==> src/rtl/bridge_rst_pkg.sv <==
// Package for the bridge reset and interrupt output block.
// Assumes a single 100 MHz pclk domain and APB register access.
package bridge_rst_pkg;
    // Register byte offsets.
    localparam logic [11:0] CTRL_OFFSET      = 12'h000;
    localparam logic [11:0] STATUS_OFFSET    = 12'h004;
    localparam logic [11:0] MSI_LOW_OFFSET   = 12'h008;
    localparam logic [11:0] MSI_LOW_MASK_OFF = 12'h00C;
    localparam logic [11:0] MSI_HI_OFFSET    = 12'h010;
    localparam logic [11:0] MSI_HI_MASK_OFF  = 12'h014;
    // Control field positions.
    localparam int CTRL_ROOT_PORT_BIT  = 0;
    localparam int CTRL_IRQ_DECODE_BIT = 1;
    localparam int CTRL_SUBSYSTEM_BIT  = 2;
    localparam int CTRL_SOFT_EN_BIT    = 3;
    localparam int CTRL_SOFT_RST_BIT   = 4;
    // Reset values.
    localparam logic [31:0] CTRL_RESET = 32'h0000_0000;
    localparam logic [31:0] MASK_RESET = 32'hFFFF_FFFF;
    // Control-port release delay after primary reset, in clock cycles.
    localparam int CTL_RELEASE_CYCLES = 2;
    // Minimum soft reset hold time.
    localparam int SOFT_HOLD_MS = 50;
    localparam int CLK_MHZ = 100;
    localparam int SOFT_HOLD_CYCLES = SOFT_HOLD_MS * 1000 * CLK_MHZ;

    // Link status inputs grouped together.
    typedef struct packed {
        logic d0_active;
        logic phy_ready;
    } link_status_t;
endpackage

==> src/rtl/bridge_reset_and_msi_irq_outputs.sv <==
// Reset outputs and MSI interrupt outputs of a bus-to-PCIe bridge.
// Assumes pclk at 100 MHz and link status synchronous to pclk.
`timescale 1ns/1ps
module bridge_reset_and_msi_irq_outputs
    import bridge_rst_pkg::*;
(
    input  wire logic         pclk,
    input  wire logic         presetn,
    input  wire logic         psel,
    input  wire logic         penable,
    input  wire logic         pwrite,
    input  wire logic [11:0]  paddr,
    input  wire logic [31:0]  pwdata,
    input  wire logic [31:0]  msi_low_events,
    input  wire logic [31:0]  msi_high_events,
    input  wire link_status_t link_status,
    input  wire logic         soft_bridge_reset_n,
    output logic [31:0]       prdata,
    output logic              pready,
    output logic              pslverr,
    output logic              main_bus_reset_n,
    output logic              lite_control_port_reset_n,
    output logic              msi_low_vector_irq,
    output logic              msi_high_vector_irq
);
    logic [31:0] ctrl;
    logic [31:0] msi_low;
    logic [31:0] msi_low_mask;
    logic [31:0] msi_high;
    logic [31:0] msi_high_mask;
    logic        soft_n_q;

    // Address decode, shared by reads and writes.
    wire access    = psel && penable;
    wire wr        = access && pwrite;
    wire sel_ctrl  = paddr == CTRL_OFFSET;
    wire sel_stat  = paddr == STATUS_OFFSET;
    wire sel_lo    = paddr == MSI_LOW_OFFSET;
    wire sel_lom   = paddr == MSI_LOW_MASK_OFF;
    wire sel_hi    = paddr == MSI_HI_OFFSET;
    wire sel_him   = paddr == MSI_HI_MASK_OFF;
    wire mapped    = sel_ctrl | sel_stat | sel_lo | sel_lom | sel_hi | sel_him;

    wire root_port  = ctrl[CTRL_ROOT_PORT_BIT];
    wire irq_decode = ctrl[CTRL_IRQ_DECODE_BIT];
    wire subsystem  = ctrl[CTRL_SUBSYSTEM_BIT];
    wire soft_en    = ctrl[CTRL_SOFT_EN_BIT];

    // Soft reset only counts when the option is present.
    wire soft_active = subsystem && soft_en && !soft_n_q;
    // Software-triggered soft reset bit for in-system use.
    wire sw_soft     = ctrl[CTRL_SOFT_RST_BIT];
    wire bridge_clr  = soft_active || (subsystem && soft_en && sw_soft);

    // Release conditions by variant and port mode.
    wire main_ok = root_port ? (subsystem && link_status.phy_ready)
                             : link_status.d0_active;
    // Standalone control reset ignores link state.
    wire ctl_ok  = !subsystem ? 1'b1
                 : (root_port ? link_status.phy_ready
                              : link_status.d0_active);

    wire [31:0] status_word = {27'h0, soft_active,
                               link_status.phy_ready,
                               link_status.d0_active,
                               lite_control_port_reset_n,
                               main_bus_reset_n};

    // Soft reset sampled once; input is synchronous to pclk.
    always_ff @(posedge pclk or negedge presetn)
    begin
        if (!presetn)
            soft_n_q <= 1'b1;
        else
            soft_n_q <= soft_bridge_reset_n;
    end

    // Control register survives a soft reset, so the option bits stay set.
    always_ff @(posedge pclk or negedge presetn)
    begin
        if (!presetn)
            ctrl <= CTRL_RESET;
        else if (wr && sel_ctrl)
            ctrl <= pwdata;
    end

    // Decode registers: events set, write-one clears, set wins.
    always_ff @(posedge pclk or negedge presetn)
    begin
        if (!presetn)
        begin
            msi_low       <= '0;
            msi_high      <= '0;
            msi_low_mask  <= MASK_RESET;
            msi_high_mask <= MASK_RESET;
        end
        else if (bridge_clr)
        begin
            msi_low       <= '0;
            msi_high      <= '0;
            msi_low_mask  <= MASK_RESET;
            msi_high_mask <= MASK_RESET;
        end
        else
        begin
            msi_low  <= (msi_low & ~((wr && sel_lo) ? pwdata : 32'h0))
                        | msi_low_events;
            msi_high <= (msi_high & ~((wr && sel_hi) ? pwdata : 32'h0))
                        | msi_high_events;
            if (wr && sel_lom)
                msi_low_mask <= pwdata;
            if (wr && sel_him)
                msi_high_mask <= pwdata;
        end
    end

    // Interrupt outputs from flops; both vectors gated by mode.
    always_ff @(posedge pclk or negedge presetn)
    begin
        if (!presetn)
        begin
            msi_low_vector_irq  <= 1'b0;
            msi_high_vector_irq <= 1'b0;
        end
        else
        begin
            msi_low_vector_irq  <= root_port && irq_decode &&
                                   |(msi_low & ~msi_low_mask);
            msi_high_vector_irq <= root_port && irq_decode &&
                                   |(msi_high & ~msi_high_mask);
        end
    end

    // APB answers with zero wait states; unmapped addresses raise pslverr.
    always_ff @(posedge pclk or negedge presetn)
    begin
        if (!presetn)
        begin
            prdata  <= '0;
            pready  <= 1'b0;
            pslverr <= 1'b0;
        end
        else
        begin
            pready  <= psel && !penable;
            pslverr <= psel && !penable && !mapped;
            prdata  <= sel_ctrl ? ctrl
                     : sel_stat ? status_word
                     : sel_lo   ? msi_low
                     : sel_lom  ? msi_low_mask
                     : sel_hi   ? msi_high
                     : sel_him  ? msi_high_mask
                     : 32'h0;
        end
    end

    // Asynchronous assert, synchronous release of both outputs.
    wire main_rel = main_ok && !bridge_clr;
    wire ctl_rel  = ctl_ok && !bridge_clr;

    reset_release_sync #(.STAGES(2)) u_main_sync
    (
        .clk        (pclk),
        .arst_n     (presetn),
        .release_ok (main_rel),
        .rst_n      (main_bus_reset_n)
    );

    // Two flops give the two-cycle release after primary reset.
    reset_release_sync #(.STAGES(CTL_RELEASE_CYCLES)) u_ctl_sync
    (
        .clk        (pclk),
        .arst_n     (presetn),
        .release_ok (ctl_rel),
        .rst_n      (lite_control_port_reset_n)
    );

    // Every bridge clear pulls both outputs low on the next edge.
    chk_soft_holds_resets: assert property (
        @(posedge pclk) disable iff (!presetn)
        bridge_clr |=> !main_bus_reset_n && !lite_control_port_reset_n)
        else $error("Soft reset did not assert resets");
    // Either vector may only rise when root port decode mode was set.
    chk_high_irq_mode: assert property (
        @(posedge pclk) disable iff (!presetn)
        msi_high_vector_irq |-> $past(root_port && irq_decode))
        else $error("High irq outside root decode mode");
    chk_low_irq_mode: assert property (
        @(posedge pclk) disable iff (!presetn)
        msi_low_vector_irq |-> $past(root_port && irq_decode))
        else $error("Low irq outside root decode mode");
    chk_high_irq_level: assert property (
        @(posedge pclk) disable iff (!presetn)
        (root_port && irq_decode && |(msi_high & ~msi_high_mask))
        |=> msi_high_vector_irq)
        else $error("High irq missing");
    chk_low_irq_level: assert property (
        @(posedge pclk) disable iff (!presetn)
        (root_port && irq_decode && |(msi_low & ~msi_low_mask))
        |=> msi_low_vector_irq)
        else $error("Low irq missing");
    // A reset chain clears on the edge after its cause drops.
    chk_ep_main_hold: assert property (
        @(posedge pclk) disable iff (!presetn)
        (!root_port && !link_status.d0_active) |=> !main_bus_reset_n)
        else $error("Main reset released before D0");
    chk_rp_main_release: assert property (
        @(posedge pclk) disable iff (!presetn)
        (subsystem && root_port && link_status.phy_ready && !bridge_clr)[*3]
        |-> main_bus_reset_n)
        else $error("Main reset not released on phy ready");
    // Standalone control reset stays low for two edges after release.
    chk_ctl_held_early: assert property (
        @(posedge pclk) disable iff (!presetn)
        $rose(presetn) |-> !lite_control_port_reset_n
        ##1 !lite_control_port_reset_n)
        else $error("Control reset released too early");
    chk_ctl_two_cycles: assert property (
        @(posedge pclk) disable iff (!presetn)
        $rose(presetn) ##0 (!subsystem)[*3] |-> lite_control_port_reset_n)
        else $error("Control reset not released after two cycles");
    chk_ss_ep_ctl_hold: assert property (
        @(posedge pclk) disable iff (!presetn)
        (subsystem && !root_port && !link_status.d0_active)
        |=> !lite_control_port_reset_n)
        else $error("Lite control reset released before D0");
    chk_ss_rp_ctl_rel: assert property (
        @(posedge pclk) disable iff (!presetn)
        (subsystem && root_port && link_status.phy_ready && !bridge_clr)[*3]
        |-> lite_control_port_reset_n)
        else $error("Lite control reset not released");
    // Without the option the soft pin cannot hold the main reset down.
    chk_soft_gated: assert property (
        @(posedge pclk) disable iff (!presetn)
        (!(subsystem && soft_en) && main_ok)[*3] |-> main_bus_reset_n)
        else $error("Soft reset honoured without option");
    chk_sync_release: assert property (
        @(posedge pclk) disable iff (!presetn)
        $rose(main_bus_reset_n) |-> $past(main_rel, 2))
        else $error("Main reset released without two-cycle cause");
endmodule

==> src/rtl/reset_release_sync.sv <==
// Release synchroniser for one reset output.
// Assumes an active-low asynchronous assert and a clock that runs.
`timescale 1ns/1ps
module reset_release_sync
    import bridge_rst_pkg::*;
#(
    parameter int STAGES = 2
)
(
    input  wire logic clk,
    input  wire logic arst_n,
    input  wire logic release_ok,
    output logic      rst_n
);
    logic [STAGES-1:0] chain;

    // Assertion by arst_n is immediate, by release_ok on the next edge; release walks through the chain.
    always_ff @(posedge clk or negedge arst_n)
    begin
        if (!arst_n)
            chain <= '0;
        else
            chain <= release_ok ? {chain[STAGES-2:0], 1'b1} : '0;
    end

    assign rst_n = chain[STAGES-1];
endmodule

==> config.mk <==
export PLATFORM = sky130hd
export DESIGN_NAME = bridge_reset_and_msi_irq_outputs
export DESIGN_NICKNAME = d
export VERILOG_FILES = /design/src/rtl/bridge_rst_pkg.sv /design/src/rtl/bridge_reset_and_msi_irq_outputs.sv /design/src/rtl/reset_release_sync.sv
export SDC_FILE = /design/constraint.sdc
export NUM_CORES = 1
export LEC_CHECK = 0
export BUFFER_PORTS_ARGS = -buffer_cell sky130_fd_sc_hd__clkbuf_2
export CAP_MARGIN = 0
export CORE_ASPECT_RATIO = 1.5
export CORE_MARGIN = 3
export CORE_UTILIZATION = 50
export CTS_CLUSTER_DIAMETER = 100
export CTS_CLUSTER_SIZE = 16
export DETAILED_ROUTE_END_ITERATION = 16
export PLACE_DENSITY = 0.75
export SLEW_MARGIN = 10
export SYNTH_ARGS = -nofsm -noshare
export SYNTH_HDL_FRONTEND = slang
export SYNTH_HIERARCHICAL = 1
export SYNTH_SLANG_ARGS = --single-unit
==> constraint.sdc <==
create_clock -name pclk -period 1.8 [get_ports pclk]
set_clock_uncertainty 0.05 [all_clocks]
set_input_delay 0.45 -clock pclk [delete_from_list [all_inputs] [get_ports pclk]]
set_output_delay 0.45 -clock pclk [all_outputs]
set_load 0.01 [all_outputs]
==> results.json, run 1 <==
{
  "outcome": "complete, but fails checks",
  "violations": "setup timing",
  "synth_top_area_share_pct": 35.6,
  "finalCritPeriodShare_pct": 117,
  "muxShareOfSynthArea_pct": 11.8,
  "path_buf_inv": 4,
  "path_delay_family": "simple AND/OR/NAND/NOR gates",
  "gp_congestion": 0.867,
  "diodes": 0,
  "critPathMaxStageDelay_ns": 0.53,
  "pre_cts_ws_ns": -0.806,
  "final_layout_size_suffix_gt1_share_pct": 34.5,
  "start_kind": "primary input",
  "antenna_found_initial": 0,
  "endpoint_kind": "flop",
  "finalHoldViolCount": 0,
  "setup_viol": 160,
  "cts_tree": "built",
  "fp.dieArea_um2": 20900,
  "area_growth_pct": 30.0,
  "die_w_um": 119,
  "synth_fp_nets": 1073,
  "vias_per_cell": 6.00,
  "ys_seq_area_share_pct": 53.4,
  "synth_compound_area_share_pct": 19.4,
  "initial_utilization_pct": 51.2,
  "fin_nets": 1250,
  "cts_sinks": 201,
  "hp-class": "in2reg",
  "ios": 154,
  "htree_num_levels": 1,
  "ys.flop_type": "dfrtp_1",
  "clock.fmax_ghz": 0.475,
  "drc": 0,
  "ant_nets": 0,
  "p_leak_uw": 0.00612,
  "async_flop_share_pct": 100,
  "crit_start": "paddr[0]",
  "clock_latency_ns": 0.48,
  "synthTopCellsByArea": "dfrtp_1 36%, dfstp_2 18%, mux2i_1 7.2%, inv_1 5.1%, o21ai_0 4.9%",
  "port_buffers": 153,
  "dp_hpwl_um": 19100,
  "synth_xor_area_share_pct": 0,
  "hold_ws_ns": 0.149,
  "cpMaxStageDelayCell": "or4_4",
  "slew-limit-headroom_pct": 71.9,
  "grt_max_degree": 68,
  "synth-simple-area-share_pct": 7.57,
  "worst_slack_ns": -0.307,
  "netlist_instances": 957,
  "arrival_ns": 2.45,
  "crit_path_max_fanout": 8,
  "min_period_ns": 2.11,
  "min-delay-start": "msi_high_events[3]",
  "grt-ovfl-total": 0,
  "drt_first_pass_iters": 5,
  "die_h_um": 175,
  "power_density_nw_per_um2": 691,
  "synth_top_area_cell": "dfrtp_1",
  "syn-mean-instance-area_um2": 10.0,
  "ys_seq_elements": 201,
  "grt_pass1_wl_um": 46500,
  "core.rowCount": 61,
  "yosys.area_share.adder_pct": 0,
  "ys_types": 40,
  "reg2reg_depth": 4,
  "hold_depth": 3,
  "core_um2": 18700,
  "cp_common_cell": "buf_6",
  "final_cell_mix": "152 x clkbuf_2, 136 x dfrtp_1, 129 x inv_1, 101 x nor2_1, 93 x o21ai_0",
  "final_max_slew_viol_count": 0,
  "clkSlewWorstSetupHoldPaths_ns": 0.08,
  "cts_buffers": 16,
  "path_class": "in2reg",
  "r2r_start": "msi_low_mask[4]$_DFFE_PN1P_",
  "num_vias": 8372,
  "drv_cap": 0,
  "clk_path_buf_depth": 3,
  "path_cells": "clkbuf_2, or4_4, or3_4, buf_6, nor4_4, buf_6, buf_12, mux2i_1",
  "wire_per_inst_um": 22.1,
  "synth-edff-count": 0,
  "synth_top_family_by_area": "compound AO/OA/AOI/OAI gates",
  "tightestPinTransition_ns": 0.418,
  "required_ns": 2.15,
  "grt_pass1_vias": 8248,
  "layout_commonest_cell": "clkbuf_2",
  "grt_usage_pct": 28.4,
  "wl_um": 30900,
  "clock-root-buffer": "clkbuf_16",
  "rsz0062_at_grt": "yes",
  "ir_worst_vdd_mv": 0.559,
  "ys_warn_count": 6,
  "drtIter0Drc": 777,
  "path_depth": 8,
  "synth_area_um2": 9570
}
==> cell usage after synthesis, types with 10 or more instances <==
library cell    n
dfrtp_1       136
inv_1         129
nor2_1        102
o21ai_0        93
mux2i_1        69
a31oi_1        66
dfstp_2        65
a21oi_1        61
clkbuf_1       46
a22oi_1        28
a22o_1         27
o22ai_1        24
mux2_2         23
nand2b_1       14
mux2_1         10
==> cell type report <==
type,instances,area [µm²]
Clock buffer,27,463
Clock inverter,1,8.76
Fill cell,1398,6250
Inverter,129,484
Multi-Input combinational cell,566,4240
Sequential cell,201,5110
Tap cell,252,315
Timing Repair Buffer,220,1830
==> final timing paths <==
check                                                 endpoint  slack [ns]
min in group asynchronous                 prdata[27]$_DFF_PN0_        0.39
max in group asynchronous        msi_high_mask[14]$_DFFE_PN1P_        0.61
worst min-delay path                     msi_high[3]$_DFF_PN0_        0.15
worst min register to register  u_main_sync/chain[1]$_DFF_PN0_        0.42
worst max register to register    msi_low_vector_irq$_DFF_PN0_           0
worst max-delay path               msi_low_mask[8]$_DFFE_PN1P_       -0.31
==> through the flow <==
step	area, µm²	utilization [%]	TNS, ns	total power, µW	instances
floorplan	9900	-	-85.41	4850	957
CTS	12200	65.3	-34.92	8620	1397
global route	12400	66.6	-38.94	8900	1396
detailed placement	11200	59.8	-125.64	5260	1345
global placement	11200	59.8	-121.28	5250	1345
finish	12400	66.6	-33.38	8610	1396
==> routing by layer <==
layer,vias up,track usage [%],wire length [µm],part of all wire [%]
met5,-,0,0,0
met1,4099,35.4,11800,38
met4,0,14.8,1740,5.6
met3,121,4.96,2140,6.9
li1,3706,-,-,-
met2,446,47.5,15200,49
==> worst register-to-register path: cells and delay by family, from the launching register on <==
family          cells  cell delay [ns]
flops               1             0.54
simple gates        2             0.61
compound gates      2             0.43
==> power breakdown <==
group | internal [µW] | switching [µW] | leakage [µW] | total (µW)
registers | 4530 | 5.65 | 0.00223 | 4540
logic | 258 | 419 | 0.00366 | 677
clock network | 1770 | 1620 | 0.000226 | 3390
==> kinds of logic after synthesis <==
| logic type | count (synthesis) |
|---|---|
| DFF | 201 |
| AOI/OAI and AO/OA | 308 |
| and+or+nand+nor | 153 |
| buffers and inverters | 190 |
| muxes | 105 |
==> sequential cells by signal, summed over array words and instances (netlist names), 2 cells and up <==
signal	count
u_main_sync/chain	2
msi_high	32
prdata	32
msi_low_mask	32
ctrl	32
msi_low	32
u_ctl_sync/chain	2
msi_high_mask	32
==> repair_timing <==
action,in CTS,in global routing
hold buffers,2,0
endpoints found under the setup margin,183,171
resized for setup,37,38
endpoints found under the hold margin,30,0
setup buffers,12,1
pin swaps,25,7
gates cloned,10,3
(Power assumes the default switching activity.)
==> inputs of run 2 (changes only) <==
--- a/config.mk
+++ b/config.mk
@@ -10,6 +10,7 @@
 export CORE_ASPECT_RATIO = 1.5
 export CORE_MARGIN = 3
 export CORE_UTILIZATION = 50
+export CTS_BUF_LIST = sky130_fd_sc_hd__clkbuf_16
 export CTS_CLUSTER_DIAMETER = 100
 export CTS_CLUSTER_SIZE = 16
 export DETAILED_ROUTE_END_ITERATION = 16
==> run 2 against run 1 <==
Compared with the run above:
- the flow still finishes with violations (setup timing)
- setup slack worse by 0.0046 ns
- clock power down 1%
- core utilization up 0.16 points
- non-clock buffer count unchanged
- critical path type unchanged
- routed wire length down 0.16%
- maximum frequency down 0.22%
- register-to-register slack about the same
==> results.json, run 2 (synthesized netlist as in run 1, its figures left out) <==
{
  "p_leak_uw": 0.00616,
  "hp-class": "in2reg",
  "path_cells": "clkbuf_2, or4_4, or3_4, buf_6, nor4_4, buf_6, buf_12, mux2i_1",
  "grt_max_degree": 68,
  "grt_pass1_wl_um": 46500,
  "core.rowCount": 61,
  "grt-ovfl-total": 0,
  "cpMaxStageDelayCell": "or4_4",
  "p_clk_share_pct": 39.0,
  "htree_num_levels": 1,
  "internal-power_uw": 6500,
  "wire_per_inst_um": 22.1,
  "num_vias": 8334,
  "sw_frac_of_total_pct": 24.0,
  "die_h_um": 175,
  "use_met3_pct": 4.96,
  "cts_buffers": 16,
  "grt_usage_pct": 28.4,
  "final_layout_size_suffix_gt1_share_pct": 34.7,
  "area_growth_pct": 30.4,
  "final_cell_mix": "152 x clkbuf_2, 139 x inv_1, 136 x dfrtp_1, 101 x nor2_1, 93 x o21ai_0",
  "grt_pass1_vias": 8248,
  "power_density_nw_per_um2": 686,
  "clk_path_buf_depth": 3,
  "finalHoldViolCount": 0,
  "core_um2": 18700,
  "final_max_slew_viol_count": 0,
  "seq_power_share_pct": 53.0,
  "drc": 0,
  "setup_viol": 161,
  "cts_sinks": 201,
  "vias_per_cell": 5.97,
  "gp_congestion": 0.867,
  "endpoint_kind": "flop",
  "drt_first_pass_iters": 5,
  "drv_cap": 0,
  "globalRouteMet2Util_pct": 47.5,
  "cp_common_cell": "buf_6",
  "multiInputGateArea_um2": 4270,
  "power_frac_comb_pct": 7.9,
  "diodes": 0,
  "slew-limit-headroom_pct": 71.5,
  "setup_tns_ns": -33.72,
  "register_area_um2": 5110,
  "r2r_slack_ns": 0,
  "clock.fmax_ghz": 0.473,
  "tightestPinTransition_ns": 0.424,
  "min_period_ns": 2.11,
  "crit_path_max_fanout": 8,
  "ios": 154,
  "fin_area_um2": 12500,
  "required_ns": 2.15,
  "ant_nets": 0,
  "r2r_end": "msi_low_vector_irq$_DFF_PN0_",
  "path_depth": 8,
  "cts_tree": "built",
  "layout_commonest_cell": "clkbuf_2",
  "dpl_cell_area_um2": 11200,
  "ir_worst_vdd_mv": 0.563,
  "path_buf_inv": 4,
  "grt_util_met1_pct": 35.4,
  "clock_latency_ns": 0.48,
  "critPathMaxStageDelay_ns": 0.53,
  "top_usage_layer": "met2",
  "worst_slack_ns": -0.312,
  "port_buffers": 153,
  "hold_ws_ns": 0.151,
  "arrival_ns": 2.46,
  "path_class": "in2reg",
  "path_delay_family": "simple AND/OR/NAND/NOR gates",
  "endpoint": "msi_low_mask[8]$_DFFE_PN1P_",
  "die_w_um": 119,
  "finalCritPeriodShare_pct": 117,
  "n_fill_cell": 1395,
  "violations": "setup timing",
  "wl_um": 30800,
  "antenna_found_initial": 0,
  "dp_hpwl_um": 19100,
  "outcome": "complete, but fails checks",
  "reg2reg_depth": 4,
  "fin_nets": 1250,
  "crit_start": "paddr[0]",
  "initial_utilization_pct": 51.2,
  "clkSlewWorstSetupHoldPaths_ns": 0.08,
  "drtIter0Drc": 774,
  "start_kind": "primary input",
  "rsz0062_at_grt": "yes",
  "clock-root-buffer": "clkbuf_16",
  "p_sw_uw": 2050,
  "fp.dieArea_um2": 20900,
  "r2r_start": "msi_low_mask[4]$_DFFE_PN1P_"
}
==> run 2: stage by stage <==
step	util (%)	total power, µW	setup slack [ns]	std cells
CTS	65.3	8570	-0.293	1397
floorplan	-	4850	-0.559	957
global placement	59.8	5250	-0.750	1345
global route	66.7	8850	-0.335	1396
detailed placement	59.8	5260	-0.806	1345
finish	66.7	8560	-0.312	1396
==> run 2: what timing repair did <==
action | in CTS | in global routing
pin swaps | 25 | 10
cloned | 10 | 3
endpoints found under the setup margin | 183 | 171
gates resized for setup | 37 | 40
setup buffers | 12 | 1
hold buffers | 2 | 0
endpoints found under the hold margin | 30 | 0
==> run 2: tightest hold or removal path: stages <==
cell and delay [ns]:
clkbuf_2 0.09, inv_1 0.04, a31oi_1 0.07
==> run 2: worst min path at each step <==
stage,startpoint,end,slack (ns),cells after the start
global placement,presetn,ctrl[26]$_DFFE_PN0P_,0.33,1
detailed placement,presetn,prdata[27]$_DFF_PN0_,0.33,1
CTS,msi_low_events[7],msi_low[7]$_DFF_PN0_,0.14,3
finish,msi_high_events[3],msi_high[3]$_DFF_PN0_,0.15,3
global route,msi_high_events[4],msi_high[4]$_DFF_PN0_,0.15,3
floorplan,presetn,ctrl[0]$_DFFE_PN0P_,0.10,0
==> run 2: per-layer routing <==
metal | wire (µm) | part of all wire, % | up-vias
met4 | 1770 | 5.7 | 0
met5 | 0 | 0 | -
met2 | 15300 | 50 | 422
li1 | - | - | 3708
met1 | 11600 | 38 | 4079
met3 | 2220 | 7.2 | 125
==> run 2: layout make-up <==
cell class | count | share of cell area (%)
clock buffer | 17 | 3.41
clock inverter | 11 | 0.371
sequential | 201 | 41.0
tap | 252 | 2.53
inverter | 129 | 3.88
timing repair buffer | 220 | 14.6
multi-input combinational | 566 | 34.2
==> run 2: power groups by stage <==
stage,clock network (µW),registers (µW),logic (µW)
floorplan,0,4620,231
global placement,0,4620,631
detailed placement,0,4620,641
CTS,3380,4540,651
global route,3570,4540,747
finish,3340,4540,679
==> inputs of run 3 (changes only) <==
--- a/config.mk
+++ b/config.mk
@@ -5,9 +5,10 @@
 export SDC_FILE = /design/constraint.sdc
 export NUM_CORES = 1
 export LEC_CHECK = 0
+export ABC_CLOCK_PERIOD_IN_PS = 1800
 export BUFFER_PORTS_ARGS = -buffer_cell sky130_fd_sc_hd__clkbuf_2
 export CAP_MARGIN = 0
-export CORE_ASPECT_RATIO = 1.5
+export CORE_ASPECT_RATIO = 0.7
 export CORE_MARGIN = 3
 export CORE_UTILIZATION = 50
 export CTS_BUF_LIST = sky130_fd_sc_hd__clkbuf_16
==> run 3 against run 2 <==
Compared with the run above:
- the run still ends with setup timing left
- sequential power hardly changed
- sequential share of layout area is 0.58 points lower
- critical path depth is 1 higher
- critical endpoint is now msi_high[31]$_DFF_PN0_
- core utilization is 2.0 points higher
==> results.json, run 3 (synthesized netlist as in run 1, its figures left out) <==
{
  "clk_path_buf_depth": 3,
  "n_fill_cell": 1284,
  "port_buffers": 153,
  "register_area_um2": 5110,
  "hp-class": "in2reg",
  "tightestPinTransition_ns": 0.506,
  "required_ns": 2.11,
  "area_growth_pct": 32.2,
  "ios": 154,
  "grt_pass1_wl_um": 47500,
  "ir_worst_vdd_mv": 0.684,
  "crit_path_max_fanout": 8,
  "vias_per_cell": 6.15,
  "path_buf_inv": 5,
  "min_period_ns": 2.12,
  "ant_nets": 0,
  "setup_viol": 160,
  "hold_depth": 1,
  "outcome": "complete, but fails checks",
  "drt_first_pass_iters": 6,
  "finalHoldViolCount": 0,
  "wl_um": 32300,
  "drv_cap": 0,
  "grt_pass1_vias": 8445,
  "path_class": "in2reg",
  "die_w_um": 171,
  "critPathMaxStageDelay_ns": 0.53,
  "min-delay-start": "soft_bridge_reset_n",
  "path_cells": "clkbuf_2, or4_4, or3_4, buf_6, buf_6, nor4_4, buf_6, clkbuf_16, a31oi_4",
  "slew-limit-headroom_pct": 66.2,
  "die_h_um": 122,
  "cpMaxStageDelayCell": "or4_4",
  "final_cell_mix": "152 x clkbuf_2, 139 x inv_1, 136 x dfrtp_1, 101 x nor2_1, 93 x o21ai_0",
  "gp_congestion": 0.917,
  "worst_slack_ns": -0.319,
  "antenna_found_initial": 0,
  "r2r_end": "msi_high_mask[15]$_DFFE_PN1P_",
  "clkSlewWorstSetupHoldPaths_ns": 0.08,
  "cp_common_cell": "buf_6",
  "layout_commonest_cell": "clkbuf_2",
  "grt_max_degree": 52,
  "cts_buffers": 16,
  "violations": "setup timing",
  "dp_hpwl_um": 19900,
  "grt_usage_pct": 29.4,
  "final_max_slew_viol_count": 0,
  "core_um2": 18400,
  "r2r_slack_ns": 0.08,
  "clock.fmax_ghz": 0.472,
  "grt-ovfl-total": 0,
  "start_kind": "primary input",
  "r2r_start": "ctrl[2]$_DFFE_PN0P_",
  "multiInputGateArea_um2": 4390,
  "p_leak_uw": 0.00621,
  "diodes": 0,
  "fp.dieArea_um2": 20900,
  "rsz0062_at_grt": "yes",
  "htree_num_levels": 1,
  "cts_sinks": 201,
  "core.rowCount": 41,
  "hold_ws_ns": 0.00368,
  "initial_utilization_pct": 52.0,
  "final_layout_size_suffix_gt1_share_pct": 36.3,
  "power_uw": 8650,
  "reg2reg_depth": 5,
  "cts_tree": "built",
  "finalCritPeriodShare_pct": 118,
  "clock_latency_ns": 0.49,
  "endpoint_kind": "flop",
  "num_vias": 8539,
  "arrival_ns": 2.43,
  "power_density_nw_per_um2": 683,
  "drc": 0,
  "fin_nets": 1259,
  "drtIter0Drc": 911,
  "path_delay_family": "simple AND/OR/NAND/NOR gates",
  "wire_per_inst_um": 23.2,
  "clock-root-buffer": "clkbuf_16",
  "whs_endpoint": "soft_n_q$_DFF_PN1_"
}
run 3: changes by cell type in the layout (fill, tap and decap cells not counted), moves of 2 or more:
cell and change:
buf_16 -2, a31oi_1 -7, mux2i_4 -2, mux2i_1 -5, buf_6 +2, mux2_4 +2, a31oi_4 +8, mux2i_2 +7
buf_4 +7
run 3: where the power goes:
group          switching [µW]  internal (µW)  total (µW)
combinational             455            275         730
clock                    1670           1710        3380
sequential               5.47           4530        4540
total                    2130           6520        8650
run 3: final cells by class:
class                           count  share of cell area (%)
Tap cell                          236                    2.33
Sequential cell                   201                    40.4
Clock buffer                       17                    3.36
Timing Repair Buffer              229                    15.1
Inverter                          129                    3.83
Clock inverter                     11                   0.366
Multi-Input combinational cell    566                    34.6
run 3: metal layers:
metal	global-route usage, %	share of wire, %	up-vias
li1	-	-	3722
met1	42.7	42	4178
met2	45.3	45	535
met3	5.71	9.6	104
met4	8.74	3.3	0
met5	0	0	-
run 3: per-stage QoR:
stage               instance area (µm²)  util, %  cells  TNS [ns]  worst slack, ns
floorplan                          9900        -    957    -85.41           -0.559
global placement                  11300     61.1   1337   -121.33           -0.748
detailed placement                11300     61.1   1337   -126.62           -0.797
CTS                               12200     66.2   1387    -25.72           -0.268
global route                      12700     68.7   1389    -41.38           -0.343
finish                            12700     68.7   1389    -38.13           -0.319
run 3: worst max path at each step:
stage / slack [ns] / start / to / depth (start not counted)
2_1_floorplan: -0.56 / paddr[9] / ctrl[29]$_DFFE_PN0P_ / 7
3_3_place_gp: -0.75 / paddr[0] / msi_high_mask[26]$_DFFE_PN1P_ / 6
3_5_place_dp: -0.80 / paddr[0] / msi_high_mask[28]$_DFFE_PN1P_ / 6
4_1_cts: -0.27 / paddr[0] / msi_low_mask[2]$_DFFE_PN1P_ / 8
5_1_grt: -0.34 / paddr[0] / msi_high[31]$_DFF_PN0_ / 9
6_report: -0.32 / paddr[0] / msi_high[31]$_DFF_PN0_ / 9
run 3: timing repair:
| action | in CTS | in global routing |
|---|---|---|
| setup buffers | 12 | 6 |
| gates cloned | 10 | 4 |
| pin swaps | 2 | 44 |
| hold endpoints to repair | 23 | 0 |
| hold buffers | 1 | 0 |
| setup endpoints to repair | 187 | 160 |
| resized for setup | 27 | 58 |
